===== src/qiocr_pkg.sv =====
package qiocr_pkg;

    // ------------------------------------------------------------------
    // Command codes and field values
    // ------------------------------------------------------------------
    localparam logic [7:0]  QUAD_IO_READ_CMD           = 8'heb;
    localparam logic [7:0]  QUAD_IO_READ_FOUR_BYTE_CMD = 8'hec;
    localparam logic [3:0]  CONT_MODE_NIBBLE           = 4'ha;
    localparam logic [31:0] ADDR3_MASK                 = 32'h00ffffff;

    // ------------------------------------------------------------------
    // Phase lengths in link clock rising edges; CMD_LAST is the last count of the 8-edge command
    // ------------------------------------------------------------------
    localparam logic [3:0]  CMD_LAST      = 4'h7;
    localparam logic [3:0]  ADDR3_NIBBLES = 4'h6;
    localparam logic [3:0]  ADDR4_NIBBLES = 4'h8;
    localparam logic [3:0]  MODE_NIBBLES  = 4'h2;

    // ------------------------------------------------------------------
    // Values after reset
    // ------------------------------------------------------------------
    localparam logic [5:0]  SYNC_RST  = 6'h20;
    localparam logic [3:0]  IO_RST    = 4'h0;
    localparam logic [3:0]  CNT_RST   = 4'h0;
    localparam logic [7:0]  CMD_RST   = 8'h00;
    localparam logic [31:0] ADDR_RST  = 32'h00000000;

    typedef enum logic [2:0] {
        ST_IDLE,
        ST_CMD,
        ST_ADDR,
        ST_DUMMY,
        ST_DATA,
        ST_IGNORE
    } qiocr_state_t;

endpackage


===== src/qiocr_buf.sv =====
module qiocr_buf #(
    parameter int W     = 8,
    parameter int DEPTH = 2
) (
    input  wire logic         ref_clk_i,
    input  wire logic         rst_b_i,
    input  wire logic         flush_i,
    input  wire logic         in_valid_i,
    output logic              in_ready_o,
    input  wire logic [W-1:0] in_data_i,
    output logic              out_valid_o,
    input  wire logic         out_ready_i,
    output logic [W-1:0]      out_data_o
);
    import qiocr_pkg::*;

    localparam int PW = (DEPTH > 1) ? $clog2(DEPTH) : 1;

    // Pointers wrap naturally, so only powers of two are served.
    if (DEPTH < 2 || (DEPTH & (DEPTH - 1)) != 0) begin : g_bad_depth
        $error("qiocr_buf: DEPTH must be a power of two, at least 2");
    end

    logic [W-1:0]  mem_r [DEPTH];
    logic [PW-1:0] wr_r;
    logic [PW-1:0] rd_r;
    logic [PW:0]   cnt_r;
    logic          push;
    logic          pop;

    assign in_ready_o  = (cnt_r != (PW+1)'(DEPTH)) && !flush_i;
    assign out_valid_o = (cnt_r != '0) && !flush_i;
    assign out_data_o  = mem_r[rd_r];
    assign push        = in_valid_i && in_ready_o;
    assign pop         = out_valid_o && out_ready_i;

    always_ff @(posedge ref_clk_i) begin
        if (push) begin
            mem_r[wr_r] <= in_data_i;
        end
    end

    always_ff @(posedge ref_clk_i) begin
        if (!rst_b_i || flush_i) begin
            wr_r  <= '0;
            rd_r  <= '0;
            cnt_r <= '0;
        end else begin
            wr_r  <= push ? wr_r + 1'b1 : wr_r;
            rd_r  <= pop ? rd_r + 1'b1 : rd_r;
            cnt_r <= cnt_r + (PW+1)'(push) - (PW+1)'(pop);
        end
    end
endmodule // qiocr_buf


===== src/qiocr_core.sv =====
module qiocr_core #(
    parameter int BUF_DEPTH = 2
) (
    input  wire logic        ref_clk_i,
    input  wire logic        rst_b_i,
    input  wire logic        sck_i,
    input  wire logic        ce_b_i,
    input  wire logic [3:0]  io_i,
    output logic [3:0]       io_o,
    output logic             io_oe_o,
    input  wire logic        write_in_progress_flag_i,
    input  wire logic        extended_address_setting_i,
    input  wire logic [3:0]  dummy_cycles_i,
    output logic [31:0]      mem_addr_o,
    output logic             mem_active_o,
    input  wire logic [7:0]  mem_rdata_i,
    input  wire logic        mem_rvalid_i,
    output logic             mem_rready_o,
    output logic             continuous_read_mode_o
);
    import qiocr_pkg::*;

    // Refuse a read-ahead depth that cannot cover the current byte.
    if (BUF_DEPTH < 2) begin : g_bad_depth
        $error("qiocr_core: BUF_DEPTH must be at least 2");
    end

    // ------------------------------------------------------------------
    // Pin synchronisers and link clock edges
    // ------------------------------------------------------------------
    logic [5:0] sync1_r;
    logic [5:0] sync2_r;
    logic       sck_d_r;
    logic       ce_b_s;
    logic       sck_s;
    logic [3:0] io_s;
    logic       rise;
    logic       fall;

    always_ff @(posedge ref_clk_i) begin
        if (!rst_b_i) begin
            sync1_r <= SYNC_RST;
            sync2_r <= SYNC_RST;
            sck_d_r <= 1'b0;
        end else begin
            sync1_r <= {ce_b_i, sck_i, io_i};
            sync2_r <= sync1_r;
            sck_d_r <= sync2_r[4];
        end
    end

    assign ce_b_s = sync2_r[5];
    assign sck_s  = sync2_r[4];
    assign io_s   = sync2_r[3:0];
    assign rise   = sck_s && !sck_d_r;
    assign fall   = !sck_s && sck_d_r;

    // ------------------------------------------------------------------
    // Frame sequencing
    // ------------------------------------------------------------------
    qiocr_state_t state_r;
    logic [3:0]   cnt_r;
    logic [7:0]   cmd_sr_r;
    logic [31:0]  addr_sr_r;
    logic         four_r;
    logic         cont_r;
    logic [3:0]   mode_hi_r;
    logic [7:0]   cmd_byte;
    logic [31:0]  addr_full;
    logic [3:0]   addr_nib;
    logic [3:0]   dummy_eff;
    logic         cmd_last;
    logic         addr_last;
    logic         mode_last;
    logic         dummy_last;
    logic         is_qio;

    assign cmd_byte  = {cmd_sr_r[6:0], io_s[0]};
    assign is_qio    = (cmd_byte == QUAD_IO_READ_CMD)
                    || (cmd_byte == QUAD_IO_READ_FOUR_BYTE_CMD);
    assign addr_nib  = four_r ? ADDR4_NIBBLES : ADDR3_NIBBLES;
    assign addr_full = four_r ? {addr_sr_r[27:0], io_s}
                              : ({addr_sr_r[27:0], io_s} & ADDR3_MASK);
    // Counts shorter than the mode field are stretched to cover it.
    assign dummy_eff = (dummy_cycles_i < MODE_NIBBLES) ? MODE_NIBBLES
                                                       : dummy_cycles_i;
    assign cmd_last  = (state_r == ST_CMD) && rise && (cnt_r == CMD_LAST);
    assign addr_last = (state_r == ST_ADDR) && rise
                    && (cnt_r == addr_nib - 4'h1);
    assign mode_last = (state_r == ST_DUMMY) && rise
                    && (cnt_r == MODE_NIBBLES - 4'h1);
    assign dummy_last = (state_r == ST_DUMMY) && rise
                     && (cnt_r >= dummy_eff - 4'h1);

    always_ff @(posedge ref_clk_i) begin
        if (!rst_b_i || ce_b_s) begin
            state_r <= ST_IDLE;
            cnt_r   <= CNT_RST;
        end else begin
            case (state_r)
                ST_IDLE: begin
                    cnt_r <= CNT_RST;
                    if (!cont_r) begin
                        state_r <= ST_CMD;
                    end else if (write_in_progress_flag_i) begin
                        state_r <= ST_IGNORE;
                    end else begin
                        state_r <= ST_ADDR;
                    end
                end
                ST_CMD: begin
                    if (cmd_last) begin
                        cnt_r <= CNT_RST;
                        if (is_qio && !write_in_progress_flag_i) begin
                            state_r <= ST_ADDR;
                        end else begin
                            state_r <= ST_IGNORE;
                        end
                    end else if (rise) begin
                        cnt_r <= cnt_r + 4'h1;
                    end
                end
                ST_ADDR: begin
                    if (addr_last) begin
                        cnt_r   <= CNT_RST;
                        state_r <= ST_DUMMY;
                    end else if (rise) begin
                        cnt_r <= cnt_r + 4'h1;
                    end
                end
                ST_DUMMY: begin
                    if (dummy_last) begin
                        cnt_r   <= CNT_RST;
                        state_r <= ST_DATA;
                    end else if (rise) begin
                        cnt_r <= cnt_r + 4'h1;
                    end
                end
                ST_DATA: begin
                    state_r <= ST_DATA;
                end
                ST_IGNORE: begin
                    state_r <= ST_IGNORE;
                end
                default: begin
                    state_r <= ST_IDLE;
                end
            endcase
        end
    end

    always_ff @(posedge ref_clk_i) begin
        if (!rst_b_i) begin
            cmd_sr_r  <= CMD_RST;
            addr_sr_r <= ADDR_RST;
            mode_hi_r <= IO_RST;
        end else if (rise) begin
            if (state_r == ST_CMD) begin
                cmd_sr_r <= cmd_byte;
            end
            if (state_r == ST_ADDR) begin
                addr_sr_r <= {addr_sr_r[27:0], io_s};
            end
            if (state_r == ST_DUMMY && cnt_r == CNT_RST) begin
                mode_hi_r <= io_s;
            end
        end
    end

    // ------------------------------------------------------------------
    // Address width and continuous read flag
    // ------------------------------------------------------------------
    always_ff @(posedge ref_clk_i) begin
        if (!rst_b_i) begin
            four_r <= 1'b0;
        end else if (cmd_last && is_qio && !write_in_progress_flag_i) begin
            four_r <= (cmd_byte == QUAD_IO_READ_FOUR_BYTE_CMD)
                   || extended_address_setting_i;
        end
    end

    always_ff @(posedge ref_clk_i) begin
        if (!rst_b_i) begin
            cont_r <= 1'b0;
        end else if (mode_last) begin
            // The low mode nibble is never looked at.
            cont_r <= (mode_hi_r == CONT_MODE_NIBBLE);
        end
    end

    assign continuous_read_mode_o = cont_r;

    // ------------------------------------------------------------------
    // Array fetch into the read-ahead buffer
    // ------------------------------------------------------------------
    logic       buf_in_ready;
    logic       buf_out_valid;
    logic [7:0] buf_out_data;
    logic       buf_pop;
    logic       fetch_take;
    logic       nib_lo_r;

    assign mem_rready_o = buf_in_ready && mem_active_o;
    assign fetch_take   = mem_rvalid_i && mem_rready_o;
    assign buf_pop      = (state_r == ST_DATA) && fall && !nib_lo_r
                       && buf_out_valid;

    always_ff @(posedge ref_clk_i) begin
        if (!rst_b_i || ce_b_s) begin
            mem_active_o <= 1'b0;
        end else if (addr_last) begin
            mem_active_o <= 1'b1;
        end
    end

    always_ff @(posedge ref_clk_i) begin
        if (!rst_b_i) begin
            mem_addr_o <= ADDR_RST;
        end else if (addr_last) begin
            mem_addr_o <= addr_full;
        end else if (fetch_take) begin
            // Natural roll-over takes the top 32-bit address back to zero; a 3-byte address runs on past 24 bits.
            mem_addr_o <= mem_addr_o + 32'h00000001;
        end
    end

    qiocr_buf #(
        .W     (8),
        .DEPTH (BUF_DEPTH)
    ) u_buf (
        .ref_clk_i   (ref_clk_i),
        .rst_b_i     (rst_b_i),
        .flush_i     (ce_b_s),
        .in_valid_i  (mem_rvalid_i && mem_active_o),
        .in_ready_o  (buf_in_ready),
        .in_data_i   (mem_rdata_i),
        .out_valid_o (buf_out_valid),
        .out_ready_i (buf_pop),
        .out_data_o  (buf_out_data)
    );

    // ------------------------------------------------------------------
    // Nibble-serial data output on the falling link clock edge
    // ------------------------------------------------------------------
    logic [3:0] lo_r;

    always_ff @(posedge ref_clk_i) begin
        if (!rst_b_i || ce_b_s) begin
            io_o     <= IO_RST;
            io_oe_o  <= 1'b0;
            lo_r     <= IO_RST;
            nib_lo_r <= 1'b0;
        end else if (state_r == ST_DATA && fall) begin
            // Lines are driven only once the dummy period is over.
            io_oe_o  <= 1'b1;
            nib_lo_r <= !nib_lo_r;
            if (!nib_lo_r) begin
                io_o <= buf_out_data[7:4];
                lo_r <= buf_out_data[3:0];
            end else begin
                io_o <= lo_r;
            end
        end
    end
endmodule // qiocr_core


===== config.mk =====
export PLATFORM = sky130hd
export DESIGN_NAME = qiocr_core
export DESIGN_NICKNAME = d
export VERILOG_FILES = /design/src/qiocr_pkg.sv /design/src/qiocr_buf.sv /design/src/qiocr_core.sv
export SDC_FILE = /design/constraint.sdc
export NUM_CORES = 1
export LEC_CHECK = 0
export BUFFER_PORTS_ARGS = -buffer_cell sky130_fd_sc_hd__buf_2
export CORE_MARGIN = 2
export CORE_UTILIZATION = 50
export CTS_CLUSTER_DIAMETER = 80
export DETAILED_ROUTE_END_ITERATION = 8
export MAX_ROUTING_LAYER = met4
export PLACE_DENSITY = 0.7
export SLEW_MARGIN = 20
export SYNTH_ARGS = -nofsm -noshare
export SYNTH_HDL_FRONTEND = slang
export SYNTH_SLANG_ARGS = --single-unit

===== constraint.sdc =====
create_clock -name ref_clk_i -period 4.27 [get_ports ref_clk_i]
set_input_delay 0.427 -clock ref_clk_i [delete_from_list [all_inputs] [get_ports ref_clk_i]]
set_output_delay 0.427 -clock ref_clk_i [all_outputs]
set_load 0.02 [all_outputs]

* Word level (Yosys, flattened, before mapping)
Memories as Yosys holds them, arrays and structs flattened. A register that Yosys moved wholly into a read port is not among the register bits. Cells that the tools add are included.
Cells by class: add/sub/neg operators 8, $lt $le $gt $ge 2, equality and inequality tests 15, muxes and demuxes 22, bitwise logic cells 1, reduce and logical (&&, ||, !) cells 42
Operators with widths (number):
- $mux W32 | 3
- $add A32 B1 Y32 const B | 1
- $mux W4 | 7
- $logic_and A1 B1 Y1 | 23
- $mux W3 | 6
- $pmux W3 S6 | 1
- $eq A8 B8 Y1 const B | 2
- $pmux W4 S4 | 1
- $ne A2 B2 Y1 const B | 4
- $reduce_and A2 Y1 | 4
- $sub A4 B1 Y4 const B | 2
- $eq A3 B2 Y1 const B | 2
- $eq A3 B3 Y1 const B | 2
- $logic_not A1 Y1 | 6
- $add A4 B1 Y4 const B | 1
- $eq A4 B1 Y1 const B | 1
- $eq A4 B3 Y1 const B | 1
- $eq A4 B4 Y1 | 1
- $eq A4 B4 Y1 const B | 1
- $ge A4 B4 Y1 | 1
- $logic_not A4 Y1 | 1
- $lt A4 B2 Y1 const B | 1
- $mux W1 | 4
- $reduce_bool A2 Y1 | 2
- other kinds (9) | 12
Word-level totals: register bits 108, bits in writable memories 16, input port bits 23, output and inout bits 40, word-level logic and storage cells 110, memories kept 1
Memories:
- u_buf.mem_r | depth 2, width 8, rd ports 1, clocked after Yosys merged registers in 1, write ports 1, line qiocr_buf.sv:24 | logic [W-1:0] mem_r [DEPTH];

* Logic depth before layout (Yosys ltp)
Gate-level depths: netlist of the first run.
depth after elaboration 8, gate-level depth with buffers 11, mapped depth without buffers 11

* Modules after synthesis
From an unflattened synthesis of the first run, not the netlist that was laid out.
Unflattened totals: cell total of the unflattened synthesis 626, area total of the unflattened synthesis 5631.7 um^2
By module, submodules not included:
- qiocr_core | times used 1, cells each 572, area an instance 4782.1 um^2, sequential area each 2082.0 um^2
- qiocr_buf | times used 1, cells each 54, area an instance 849.6 um^2, sequential area each 580.6 um^2

* Worst setup path after synthesis of the first run
Ideal clock, no wire load.
path kind input to register, from input port dummy_cycles_i[2], to register cnt_r[3], setup time 0.059 ns, data arrival time 2.320 ns, data required time 4.211 ns, slack 1.892 ns, stages 8, path buffers 0, cells stage by stage o31ai_1 ha_1 ha_1 a2111oi_2 o311ai_0 o211a_1 o31ai_1 a22o_1
Between the ends: longest elaborated chain between the ends 7
RTL lines:
- start: declaration | line qiocr_core.sv:13 | input wire logic [3:0] dummy_cycles_i,
- $lt A4 B2 Y1 | line qiocr_core.sv:85 | assign dummy_eff = (dummy_cycles_i < MODE_NIBBLES) ? MODE_NIBBLES
- $mux W4 (*) | line qiocr_core.sv:85
- $sub A4 B1 Y4 (*) | line qiocr_core.sv:93 | && (cnt_r >= dummy_eff - 4'h1);
- $ge A4 B4 Y1 (*) | line qiocr_core.sv:93
- $logic_and A1 B1 Y1 (*) | line qiocr_core.sv:93
- $mux W4 (*) | line qiocr_core.sv:132 | if (dummy_last) begin
- $pmux W4 S4 (*) | line qiocr_core.sv:100 | case (state_r)
- end signal: assignment | line qiocr_core.sv:120 | cnt_r <= cnt_r + 4'h1;
- end signal: assignment | line qiocr_core.sv:128 | cnt_r <= cnt_r + 4'h1;
- end signal: assignment | line qiocr_core.sv:136 | cnt_r <= cnt_r + 4'h1;
- end: declaration | line qiocr_core.sv:62 | logic [3:0] cnt_r;
Mark *: on every way between the ends. The rest lies on a longest branch, timed or not. A chain may end at the register's enable or synchronous reset.

* Final worst setup path of the first run
from register state_r[1], to register u_buf.cnt_r[1]
Between the ends: longest elaborated chain between the ends 6
RTL lines:
- start: declaration | line qiocr_core.sv:61 | qiocr_state_t state_r;
- start signal: assignment | line qiocr_core.sv:97 | state_r <= ST_IDLE;
- start signal: assignment | line qiocr_core.sv:104 | state_r <= ST_CMD;
- start signal: assignment | line qiocr_core.sv:106 | state_r <= ST_IGNORE;
- $eq A3 B3 Y1 | line qiocr_core.sv:205 | assign buf_pop = (state_r == ST_DATA) && fall && !nib_lo_r
- $logic_and A1 B1 Y1 (2 in a row) | line qiocr_core.sv:205
- $logic_and A1 B1 Y1 | line qiocr_core.sv:206 | && buf_out_valid;
- $logic_and A1 B1 Y1 | line qiocr_buf.sv:35 | assign pop = out_valid_o && out_ready_i;
- net u_buf.pop | line qiocr_buf.sv:29 | logic pop;
- $sub A2 B1 Y2 | line qiocr_buf.sv:51 | cnt_r <= cnt_r + (PW+1)'(push) - (PW+1)'(pop);
- end signal: assignment | line qiocr_buf.sv:51
- end: declaration | line qiocr_buf.sv:27 | logic [PW:0] cnt_r;
The timed path passes the listed nets, and every way through them passes these cells.

==> impl_results.md, run 1 <==
* Status: completed
* Hold Crit Start: ce_b_i
* Largest net degree at the start of global routing at 56
* Switching Fraction at 21.8%
* TritonCTS clock tree: done
* Initial drt markers at 268
* Total power at 2.64 mW
* R2r setup slk at 1.55 ns
* H-tree depth at 4
* Max rail drop VDD at 0.216 mV
* Asr flop ratio synth at 0%
* Slack of the critical path at 1.55 ns
* Clock sink total at 125
* Final Max Tran Viols at 0
* Placed wire-length estimate at 8520 um
* TNS Setup at 0 ns
* DRT antenna net count at 0
* Die width at 110 um
* Dpl cells at 802
* Total die area at 12000 um^2
* Yosys warns at 0
* Layout Nets at 715
* Relative slew slack at 22.0%
* Total routed wirelength at 12800 um
* Pre-CTS WS at 1.49 ns
* Clk Latency, worst-skew pair at 0.54 ns
* Tightest Pin Transition at 1.16 ns
* Hold EP: sync1_r[5]
* Drt first pass iters at 5
* # Max-Cap Violations at 0
* Final Cell Area at 6530 um^2
* Share of cells above drive strength 1 at 17.0%
* First-pass GRT wire length at 20800 um
* Syn Nets at 664
* Met2 WL post-DR at 6020 um
* Main synth FF type: dfxtp_1
* Core area at 10800 um^2
* Post-layout util at 60.3%
* Metal3 WL at 588 um
* #FFs+latches synth at 125
* Crit start category: flop
* Avg Cell Area, Syn at 8.84 um^2
* Cts bufs inserted at 17
* Post-CTS Setup Bufs at 0
* Setup Skew at 0.00534 ns
* Crit path max fanout at 16
* Setup CP Type: reg2reg
* Routed vias at 4623
* PwrDens at 404 nW/um^2
* Netlist cell types at 63
* DRC errors left at 0
* Worst Hold Slack at 0.0736 ns
* Antenna cells at 0
* Fin crit period at 2.72 ns
* Arrival @ worst endpoint at 3.11 ns
* I/O Buffers at 62
* Type of the most critical hold path: in2reg
* Worst R2R End: u_buf.cnt_r[1]
* Hold Fails Final Rpt at 0
* Worst setup EP type: flop
* Reg-to-Reg Start: state_r[1]
* Critical-path cell list: nor2_1, nand4b_1, or2_2, nor3_1, ha_1, inv_1, ha_1, xor2_1, xnor2_1, nor2_1
* Cell area after synthesis at 5570 um^2
* Clk pin slew, worst setup/hold paths at 0.06 ns
* Final period utilization at 63.7%
* Critical Path RT at 4.66 ns
* Reg2reg path depth at 10
* Area grow syn2layout at 17.3%
* Clk pwr share at 52.4%
* Post-cts resize count at 0
* Post-synthesis sequential area ratio at 47.8%
* Root Driver: clkbuf_8
* Total track usage at 23.2%
* Total grt overflow at 0
* Initial antenna violation count at 0
* GP Congestion at 0.852
* Comb pwr share at 2.1%
* Filler cells at 948
* Clock Path Buffers at 2
* P_leak at 2.43 nW
* Post-CTS Hold Buffers at 0
* Std cell rows at 38
* Wire length on met1 at 5900 um
* Hold depth at 2
* RSZ-0062 raised after global routing: no
* Post-synth EDFFs at 16
* NetSw at 0.576 mW
* Post-Synthesis Cells at 630
* Drt via density at 5.54
* Vias in the first global route at 4397
* Die H at 110 um
* Internal at 2.06 mW
* Final setup fails at 0
* Slowest cell on crit path: dfxtp_1
* Number of non-filler instances in the completed layout at 834
* Part of the power in registers at 45.5%
* DR top layer: met4
* Dpl cell area at 5960 um^2
* Starting Density at 51.4%
* DR WL/cell at 15.3 um
* CP peak stage delay at 0.46 ns
* I/O pin total at 63
* Max Clk Rate at 367 MHz
-- logic make-up (layout without fill, tap and decap cells) --
family          after synthesis  in the layout  synth area share [%]
compound gates              142            142                  15.1
buf+inv                      48            112                  3.37
simple gates                259            259                  23.9
mux                          12             12                  2.18
xor+xnor                     33             33                  5.19
fa+ha+maj                    11             11                  2.47
flops                       125            125                  47.8
-- critical path, delay by kind of cell, from the launching register on --
kind	cells	cell delay, ns
and+or+nand+nor	5	1.34
buffers and inverters	1	0.05
DFF	1	0.46
adders and majority gates	2	0.40
xor gates and xnor gates	2	0.30
-- power groups by stage --
stage                     combinational (mW)  sequential, mW  clock (mW)
after floorplan                       0.0351            1.22           0
after global placement                0.0532            1.23           0
after detailed placement              0.0557            1.23           0
after CTS                             0.0563            1.20        1.40
after global routing                  0.0623            1.20        1.46
final                                 0.0563            1.20        1.38
-- sequential cells by signal, summed over array words and instances, names as in the netlist, 2 cells and up, named ones only --
name         flops
mode_hi_r        4
mem_addr_o      32
lo_r             4
cnt_r            4
u_buf.cnt_r      2
state_r          3
addr_sr_r       28
u_buf.mem_r     16
sync2_r          6
cmd_sr_r         7
io_o             4
sync1_r          6
-- synth_stat cells, drive strengths merged, types with 2 or more instances --
cell	number	area share, %
o21bai	2	0.27
nand4	10	1.4
dfxtp	109	39
xnor2	12	1.9
inv	11	0.74
a31oi	2	0.22
clkbuf	28	1.9
ha	11	2.5
nor2b	4	0.45
nand3	29	2.9
nand2b	8	1.0
a311oi	2	0.31
o21a	3	0.40
and3	11	1.4
and4	6	0.99
mux2i	11	2.0
a211oi	14	1.9
nor4	5	1.1
and2b	2	0.27
a221oi	3	0.47
nor2	56	3.9
a2111oi	2	0.54
nor3	10	0.99
edfxtp	16	8.6
nand2	89	6.0
a22o	2	0.31
a21oi	78	7.0
o31ai	4	0.54
and2	18	2.1
or3	4	0.45
buf	8	0.67
o21ai	23	2.1
xor2	21	3.3
or2	2	0.22
-- how the worst max path moves through the flow --
| stage | start | end | slack, ns | cells past startpoint |
|---|---|---|---|---|
| global placement | dummy_cycles_i[2] | cnt_r[3] | 1.63 | 9 |
| finish | state_r[1] | u_buf.cnt_r[1] | 1.55 | 10 |
| global route | state_r[1] | u_buf.cnt_r[1] | 1.29 | 10 |
| floorplan | dummy_cycles_i[2] | cnt_r[3] | 1.89 | 8 |
| CTS | state_r[1] | u_buf.cnt_r[1] | 1.58 | 10 |
| detailed placement | dummy_cycles_i[2] | cnt_r[3] | 1.49 | 9 |
-- metal layers --
metal	vias up	GRT usage, %
li1	2315	-
met1	2169	29.2
met2	113	34.9
met3	26	6.11
met4	0	10.9
met5	-	-
-- cell type report --
| cell class | count | area, um^2 | share of cell area (%) |
|---|---|---|---|
| clock buffer | 19 | 432 | 6.61 |
| clock inverter | 13 | 143 | 2.18 |
| multi-input combinational | 457 | 2720 | 41.7 |
| timing repair buffer | 68 | 355 | 5.44 |
| inverter | 12 | 45.0 | 0.689 |
| tap | 140 | 175 | 2.68 |
| sequential | 125 | 2660 | 40.8 |
-- cells in the final DEF, fill, tap and decap left out, types with 3 or more instances in the layout --
cell type,synthesis,layout
dfxtp_1,109,109
xor2_1,21,21
nor3_1,9,9
clkinvlp_4,0,5
clkbuf_16,0,16
nand2b_1,7,7
mux2i_1,11,11
and3_1,8,8
a211oi_1,14,14
a21oi_1,78,78
edfxtp_1,16,16
nor2b_1,4,4
a221oi_1,3,3
xnor2_1,12,12
nand3_1,27,27
clkinv_4,0,3
nor2_1,55,55
nand4_1,9,9
o31ai_1,4,4
inv_1,11,11
o21ai_0,23,23
buf_4,0,6
ha_1,11,11
or3_1,4,4
and2_1,16,16
nand2_1,89,89
buf_2,6,62
o21a_1,3,3
and4_1,4,4
Power figures use the tool's default switching activity.
==> run 2: changes to the inputs <==
- PLACE_DENSITY: 0.7 -> 0.73
- clock period: 4.27 -> 2.25 ns (I/O delays scaled with it)
==> run 2 against run 1 <==
Net effect: register-to-register slack worse by 1.4 ns; count of clock-buffer cells in the layout fell by 1; clock skew up 0.0037 ns; critical path type unchanged; highest routed layer unchanged; utilization grew 3.0 points; setup slack lost 1.4 ns; critical path depth unchanged; combinational power increased to 2.6 times the previous value; total power up 93%; largest cell class unchanged; die area is the same; clock power grew 93%; flip-flop and latch count unchanged; first-iteration DRC count rose by 5.6%.
==> impl_results.md, run 2 (synthesized netlist as in run 1, its figures left out) <==
* Status: completed
* Critical-path cell list: nor2_2, nand4b_1, or2_2, nor3_1, ha_1, inv_1, ha_1, xor2_1, xnor2_1, nor2_1
* DRT antenna net count at 0 (unchanged)
* Hold depth at 4 (+2)
* I/O Buffers at 62 (unchanged)
* Clock sink total at 125 (unchanged)
* Share of cells above drive strength 1 at 19.5% (+2.5 points)
* Crit path max fanout at 3 (-13)
* Crit start category: flop
* Internal at 3.91 mW (+89%)
* Type of the most critical hold path: in2reg
* GP Congestion at 0.854 (+0.16%)
* Worst R2R End: u_buf.cnt_r[1]
* Largest Register: mem_addr_o
* Total grt overflow at 0 (unchanged)
* Root Driver: clkbuf_8
* Max reg flops at 32 (unchanged)
* Most common cell after layout, fill and taps aside: dfxtp_1
* Critical Path RT at 2.66 ns (-2.00 ns)
* # Max-Cap Violations at 0 (unchanged)
* Initial antenna violation count at 0 (unchanged)
* Final period utilization at 93.2% (+29 points)
* Worst setup EP type: flop
* Reg-to-Reg Start: state_r[0]
* Cts bufs inserted at 17 (unchanged)
* Final setup fails at 0 (unchanged)
* Core area at 10800 um^2 (unchanged)
* Drt via density at 5.53 (-0.29%)
* Area grow syn2layout at 23.2%
* Hold EP: four_r
* Relative slew slack at 68.0% (+46 points)
* Reg2reg path depth at 10 (unchanged)
* DR WL/cell at 14.9 um (-2.8%)
* Most frequent cells in the layout: dfxtp_1, nand2_1, a21oi_1, buf_2, nor2_1
* Initial drt markers at 283 (+5.6%)
* TritonCTS clock tree: done
* Setup CP Type: reg2reg
* Top Registers: mem_addr_o (32), addr_sr_r (28), u_buf.mem_r (16)
* Die width at 110 um (unchanged)
* Total track usage at 23.3% (+0.11 points)
* Drt first pass iters at 5 (unchanged)
* Clk Latency, worst-skew pair at 0.53 ns (about the same)
* DRC errors left at 0 (unchanged)
* Clk pwr share at 52.5% (about the same)
* Clock Path Buffers at 2 (unchanged)
* Slack of the critical path at 0.152 ns (-1.40 ns)
* Setup Skew at 0.00905 ns (+0.00371 ns)
* Post-CTS Setup Bufs at 0 (unchanged)
* Tightest Pin Transition at 0.478 ns (-0.682 ns)
* Max rail drop VDD at 0.590 mV (+170%)
* Starting Density at 51.4% (unchanged)
* Max Clk Rate at 477 MHz (+30%)
* Hold Crit Start: extended_address_setting_i
* Routed vias at 4803 (+3.9%)
* R2r setup slk at 0.15 ns (-1.40 ns)
* Comb pwr share at 2.8% (+0.7 points)
* Fin crit period at 2.10 ns (-0.624 ns)
* Worst Hold Slack at 0.0933 ns (+0.0197 ns)
* Die H at 110 um (unchanged)
* I/O pin total at 63 (unchanged)
* Pre-CTS WS at -0.232 ns (-1.72 ns)
* Arrival @ worst endpoint at 2.51 ns (-0.60 ns)
* Filler cells at 915 (-3.5%)
* Most common cell on crit path: ha_1
* CP peak stage delay at 0.32 ns (-0.14 ns)
* First-pass GRT wire length at 21100 um (+1.1%)
* Post-layout util at 63.3% (+3.0 points)
* Switching Fraction at 23.2% (+1.4 points)
* Total die area at 12000 um^2 (unchanged)
* Final Max Tran Viols at 0 (unchanged)
* Clk pin slew, worst setup/hold paths at 0.06 ns (about the same)
* Layout Nets at 750 (+4.9%)
* Hold Fails Final Rpt at 0 (unchanged)
* Largest net degree at the start of global routing at 50 (-11%)
* Total routed wirelength at 13000 um (+1.3%)
* Slowest cell on crit path: dfxtp_1
* H-tree depth at 4 (unchanged)
* Placed wire-length estimate at 8720 um (+2.3%)
* Part of the power in registers at 44.7% (-0.8 points)
* PwrDens at 742 nW/um^2 (+84%)
* NetSw at 1.18 mW (+110%)
* Vias in the first global route at 4477 (+1.8%)
* Antenna cells at 0 (unchanged)
* P_leak at 2.62 nW (+7.8%)
* Std cell rows at 38 (unchanged)
* TNS Setup at 0 ns (unchanged)
==> run 2: cell types whose count changed in the layout (fill, tap and decap cells not counted), sizes merged, moves of 4 or more <==
cell / before / now
dlygate4sd3: 0 / 14
inv: 12 / 19
clkinvlp: 5 / 1
buf: 68 / 89
==> run 2: area by class of cell <==
| cell class | count | area, um^2 | share of cell area [%] |
|---|---|---|---|
| clock buffers | 18 | 439 | 6.40 |
| clock inverters | 14 | 145 | 2.12 |
| inverters | 12 | 45.0 | 0.656 |
| multi-input cells | 457 | 2740 | 39.9 |
| flip-flops and latches | 125 | 2660 | 38.8 |
| well taps | 140 | 175 | 2.55 |
| repair buffers | 103 | 657 | 9.57 |
==> run 2: layer usage <==
metal	wire, um	global-route usage, %	share of wire, %	up-vias
met2	6240	36.4	48	139
met1	5860	29.3	45	2265
met3	614	5.16	4.7	23
met5	0	-	0	-
li1	-	-	-	2376
met4	240	9.86	1.9	0
==> run 2: power by group through the flow <==
stage / Sequential, mW / Combinational [mW] / Clock [mW]
detailed placement: 2.32 / 0.121 / 0
global route: 2.28 / 0.161 / 2.78
floorplan: 2.32 / 0.0665 / 0
CTS: 2.27 / 0.140 / 2.69
finish: 2.27 / 0.145 / 2.67
global placement: 2.32 / 0.116 / 0
==> run 2: worst max-delay path by stage <==
stage                endpoint  cells after the start         startpoint  slack [ns]
4_1_cts        u_buf.cnt_r[1]                      9         state_r[2]        0.05
6_report       u_buf.cnt_r[1]                     10         state_r[0]        0.15
3_5_place_dp         cnt_r[3]                      9  dummy_cycles_i[2]       -0.23
3_3_place_gp         cnt_r[3]                      9  dummy_cycles_i[2]       -0.16
5_1_grt            state_r[2]                      7         state_r[0]     -0.0007
2_1_floorplan        cnt_r[3]                      8  dummy_cycles_i[2]        0.07
==> run 2: metrics by stage <==
| stage | cell area, um^2 | total power, mW | instances |
|---|---|---|---|
| 6_report | 6860 | 5.09 | 869 |
| 5_1_grt | 6860 | 5.22 | 869 |
| 4_1_cts | 6840 | 5.11 | 869 |
| 3_5_place_dp | 6120 | 2.44 | 823 |
| 3_3_place_gp | 6120 | 2.44 | 823 |
| 2_1_floorplan | 5570 | 2.39 | 630 |
==> run 2: worst max-delay path, delay by kind of cell (launching register included) <==
kind                     cells  cell delay [ns]
AND/OR/NAND/NOR              5             0.83
adder cells (fa/ha/maj)      2             0.40
XOR/XNOR                     2             0.36
flip-flops                   1             0.32
buffers and inverters        1             0.06
==> run 2: repair_timing <==
| item | in CTS | in global routing |
|---|---|---|
| hold buffers | 14 | 0 |
| hold endpoints to repair | 22 | 0 |
| gates resized for setup | 0 | 4 |
| setup endpoints to repair | 0 | 31 |
==> run 3: changes to the inputs <==
- CTS_BUF_LIST: not set -> sky130_fd_sc_hd__clkbuf_8
==> run 3 against run 2 <==
Net effect: total power decreased by 13%; setup slack got worse by 0.012 ns; sequential power about the same; die area unchanged; clock skew increased by 0.0011 ns; clock power decreased by 24%; flip-flop and latch count unchanged; critical path type unchanged; largest cell class unchanged; largest power group is now sequential cells.
==> impl_results.md, run 3 (synthesized netlist as in run 1, its figures left out) <==
* Total die area at 12000 um^2 (unchanged)
* Most common cell on crit path: ha_1
* Routed vias at 4815 (+0.25%)
* Total grt overflow at 0 (unchanged)
* Reg-to-Reg Start: state_r[0]
* Pre-CTS WS at -0.232 ns (unchanged)
* Final setup fails at 0 (unchanged)
* Setup CP Type: reg2reg
* Clock sink total at 125 (unchanged)
* Die H at 110 um (unchanged)
* Worst Hold Slack at 0.155 ns (+0.0619 ns)
* Filler cells at 943 (+3.1%)
* Switching Fraction at 24.3% (+1.1 points)
* Worst R2R End: u_buf.cnt_r[1]
* First-pass GRT wire length at 20900 um (-0.82%)
* Area grow syn2layout at 20.1%
* Clk pwr share at 45.5% (-7.0 points)
* Internal at 3.36 mW (-14%)
* Worst setup EP type: flop
* Starting Density at 51.4% (unchanged)
* Status: completed
* Multi-input combinational cell area at 2740 um^2 (+0.23%)
* Max reg flops at 32 (unchanged)
* P_leak at 2.55 nW (-2.9%)
* Total routed wirelength at 12800 um (-1.1%)
* Layout Nets at 750 (unchanged)
* Clock Path Buffers at 2 (unchanged)
* Comb pwr share at 3.3% (+0.5 points)
* Clk pin slew, worst setup/hold paths at 0.08 ns (+0.02 ns)
* NetSw at 1.08 mW (-8.8%)
* Final Max Tran Viols at 0 (unchanged)
* Critical Path RT at 2.59 ns (-0.07 ns)
* H-tree depth at 4 (unchanged)
* Arrival @ worst endpoint at 2.44 ns (-0.07 ns)
* Drt via density at 5.54 (+0.25%)
* CP peak stage delay at 0.33 ns (about the same)
* Crit path max fanout at 3 (unchanged)
* Root Driver: clkbuf_8
* Relative slew slack at 69.1% (+1.1 points)
* R2r setup slk at 0.14 ns (about the same)
* RSZ-0062 raised after global routing: no
* Initial drt markers at 298 (+5.3%)
* GP Congestion at 0.854 (unchanged)
* Total track usage at 23.1% (-0.19 points)
* Top Registers: mem_addr_o (32), addr_sr_r (28), u_buf.mem_r (16)
* Max Clk Rate at 474 MHz (-0.55%)
* Initial antenna violation count at 0 (unchanged)
* Reg2reg path depth at 10 (unchanged)
* Cts bufs inserted at 17 (unchanged)
* I/O Buffers at 62 (unchanged)
* PwrDens at 663 nW/um^2 (-11%)
* Largest net degree at the start of global routing at 50 (unchanged)
* Hold depth at 4 (unchanged)
* Largest Register: mem_addr_o
* Hold EP: four_r
* Part of the power in registers at 51.2% (+6.5 points)
* Hold Crit Start: extended_address_setting_i
* DRC errors left at 0 (unchanged)
* Post-layout util at 61.7% (-1.6 points)
* Fin crit period at 2.11 ns (+0.0117 ns)
* DR WL/cell at 14.7 um (-1.1%)
* Crit start category: flop
* # Max-Cap Violations at 0 (unchanged)
* Setup Skew at 0.0102 ns (+0.00112 ns)
* Storage cell area at 2660 um^2 (unchanged)
* Share of cells above drive strength 1 at 19.8% (+0.27 points)
* Post-CTS Setup Bufs at 0 (unchanged)
* Slowest cell on crit path: dfxtp_1
* Hold Fails Final Rpt at 0 (unchanged)
* Most common cell after layout, fill and taps aside: dfxtp_1
* Antenna cells at 0 (unchanged)
* Most frequent cells in the layout: dfxtp_1, nand2_1, a21oi_1, buf_2, nor2_1
* DRT antenna net count at 0 (unchanged)
* Placed wire-length estimate at 8720 um (unchanged)
* Critical-path cell list: nor2_2, nand4b_1, or2_2, nor3_1, ha_1, inv_1, ha_1, xor2_1, xnor2_1, nor2_1
* Die width at 110 um (unchanged)
* Vias in the first global route at 4401 (-1.7%)
* Type of the most critical hold path: in2reg
* Drt first pass iters at 5 (unchanged)
* Slack of the critical path at 0.141 ns (-0.0117 ns)
* Std cell rows at 38 (unchanged)
* Tightest Pin Transition at 0.460 ns (-0.0176 ns)
* Final period utilization at 93.7% (+0.52 points)
* TritonCTS clock tree: done
* Clk Latency, worst-skew pair at 0.45 ns (-0.08 ns)
* Max rail drop VDD at 0.442 mV (-25%)
* Core area at 10800 um^2 (unchanged)
* I/O pin total at 63 (unchanged)
==> run 3: worst max-delay path: cells and delay by family, from the launching register on <==
family / cells / cell delay [ns]
XOR/XNOR: 2 / 0.36
adder cells (fa/ha/maj): 2 / 0.40
buffers and inverters: 1 / 0.06
flip-flops: 1 / 0.33
AND/OR/NAND/NOR: 5 / 0.83
==> run 3: how the worst max path moves through the flow <==
stage	start	to	slack (ns)	depth (start not counted)
global placement	dummy_cycles_i[2]	cnt_r[3]	-0.16	9
global route	state_r[2]	u_buf.cnt_r[1]	0.007	9
detailed placement	dummy_cycles_i[2]	cnt_r[3]	-0.23	9
CTS	state_r[2]	u_buf.cnt_r[1]	0.05	9
floorplan	dummy_cycles_i[2]	cnt_r[3]	0.07	8
finish	state_r[0]	u_buf.cnt_r[1]	0.14	10
==> run 3: layout make-up <==
type                            count  share of cell area, %
Clock inverter                     15                   2.62
Tap cell                          140                   2.62
Sequential cell                   125                   39.8
Timing Repair Buffer              103                   9.81
Clock buffer                       17                   3.50
Multi-Input combinational cell    457                   41.0
Inverter                           12                  0.673
==> run 3: power groups by stage <==
stage / Combinational, mW / Sequential (mW) / Clock (mW)
floorplan: 0.0665 / 2.32 / 0
global placement: 0.116 / 2.32 / 0
detailed placement: 0.121 / 2.32 / 0
CTS: 0.140 / 2.27 / 2.05
global route: 0.161 / 2.27 / 2.15
finish: 0.145 / 2.27 / 2.02
==> run 3: metal layers <==
layer | share of wire (%) | vias up | wire length (um) | GRT usage (%)
met5 | 0 | - | 0 | -
met4 | 1.5 | 0 | 190 | 8.59
met3 | 5.4 | 24 | 686 | 6.11
met2 | 48 | 136 | 6090 | 35.9
met1 | 46 | 2271 | 5840 | 29.1
li1 | - | 2384 | - | -
==> run 3: what timing repair did <==
item / in CTS / in global routing
endpoints found under the setup margin: 0 / 31
hold endpoints to repair: 22 / 0
gates resized for setup: 0 / 6
hold buffers: 14 / 0
==> run 3: per-stage QoR <==
step	cell area [um^2]	instances	setup TNS, ns	total power [mW]
6_report	6690	869	0	4.43
5_1_grt	6690	869	0	4.58
4_1_cts	6670	869	0	4.47
3_5_place_dp	6120	823	-1.32	2.44
3_3_place_gp	6120	823	-0.663	2.44
2_1_floorplan	5570	630	0	2.39
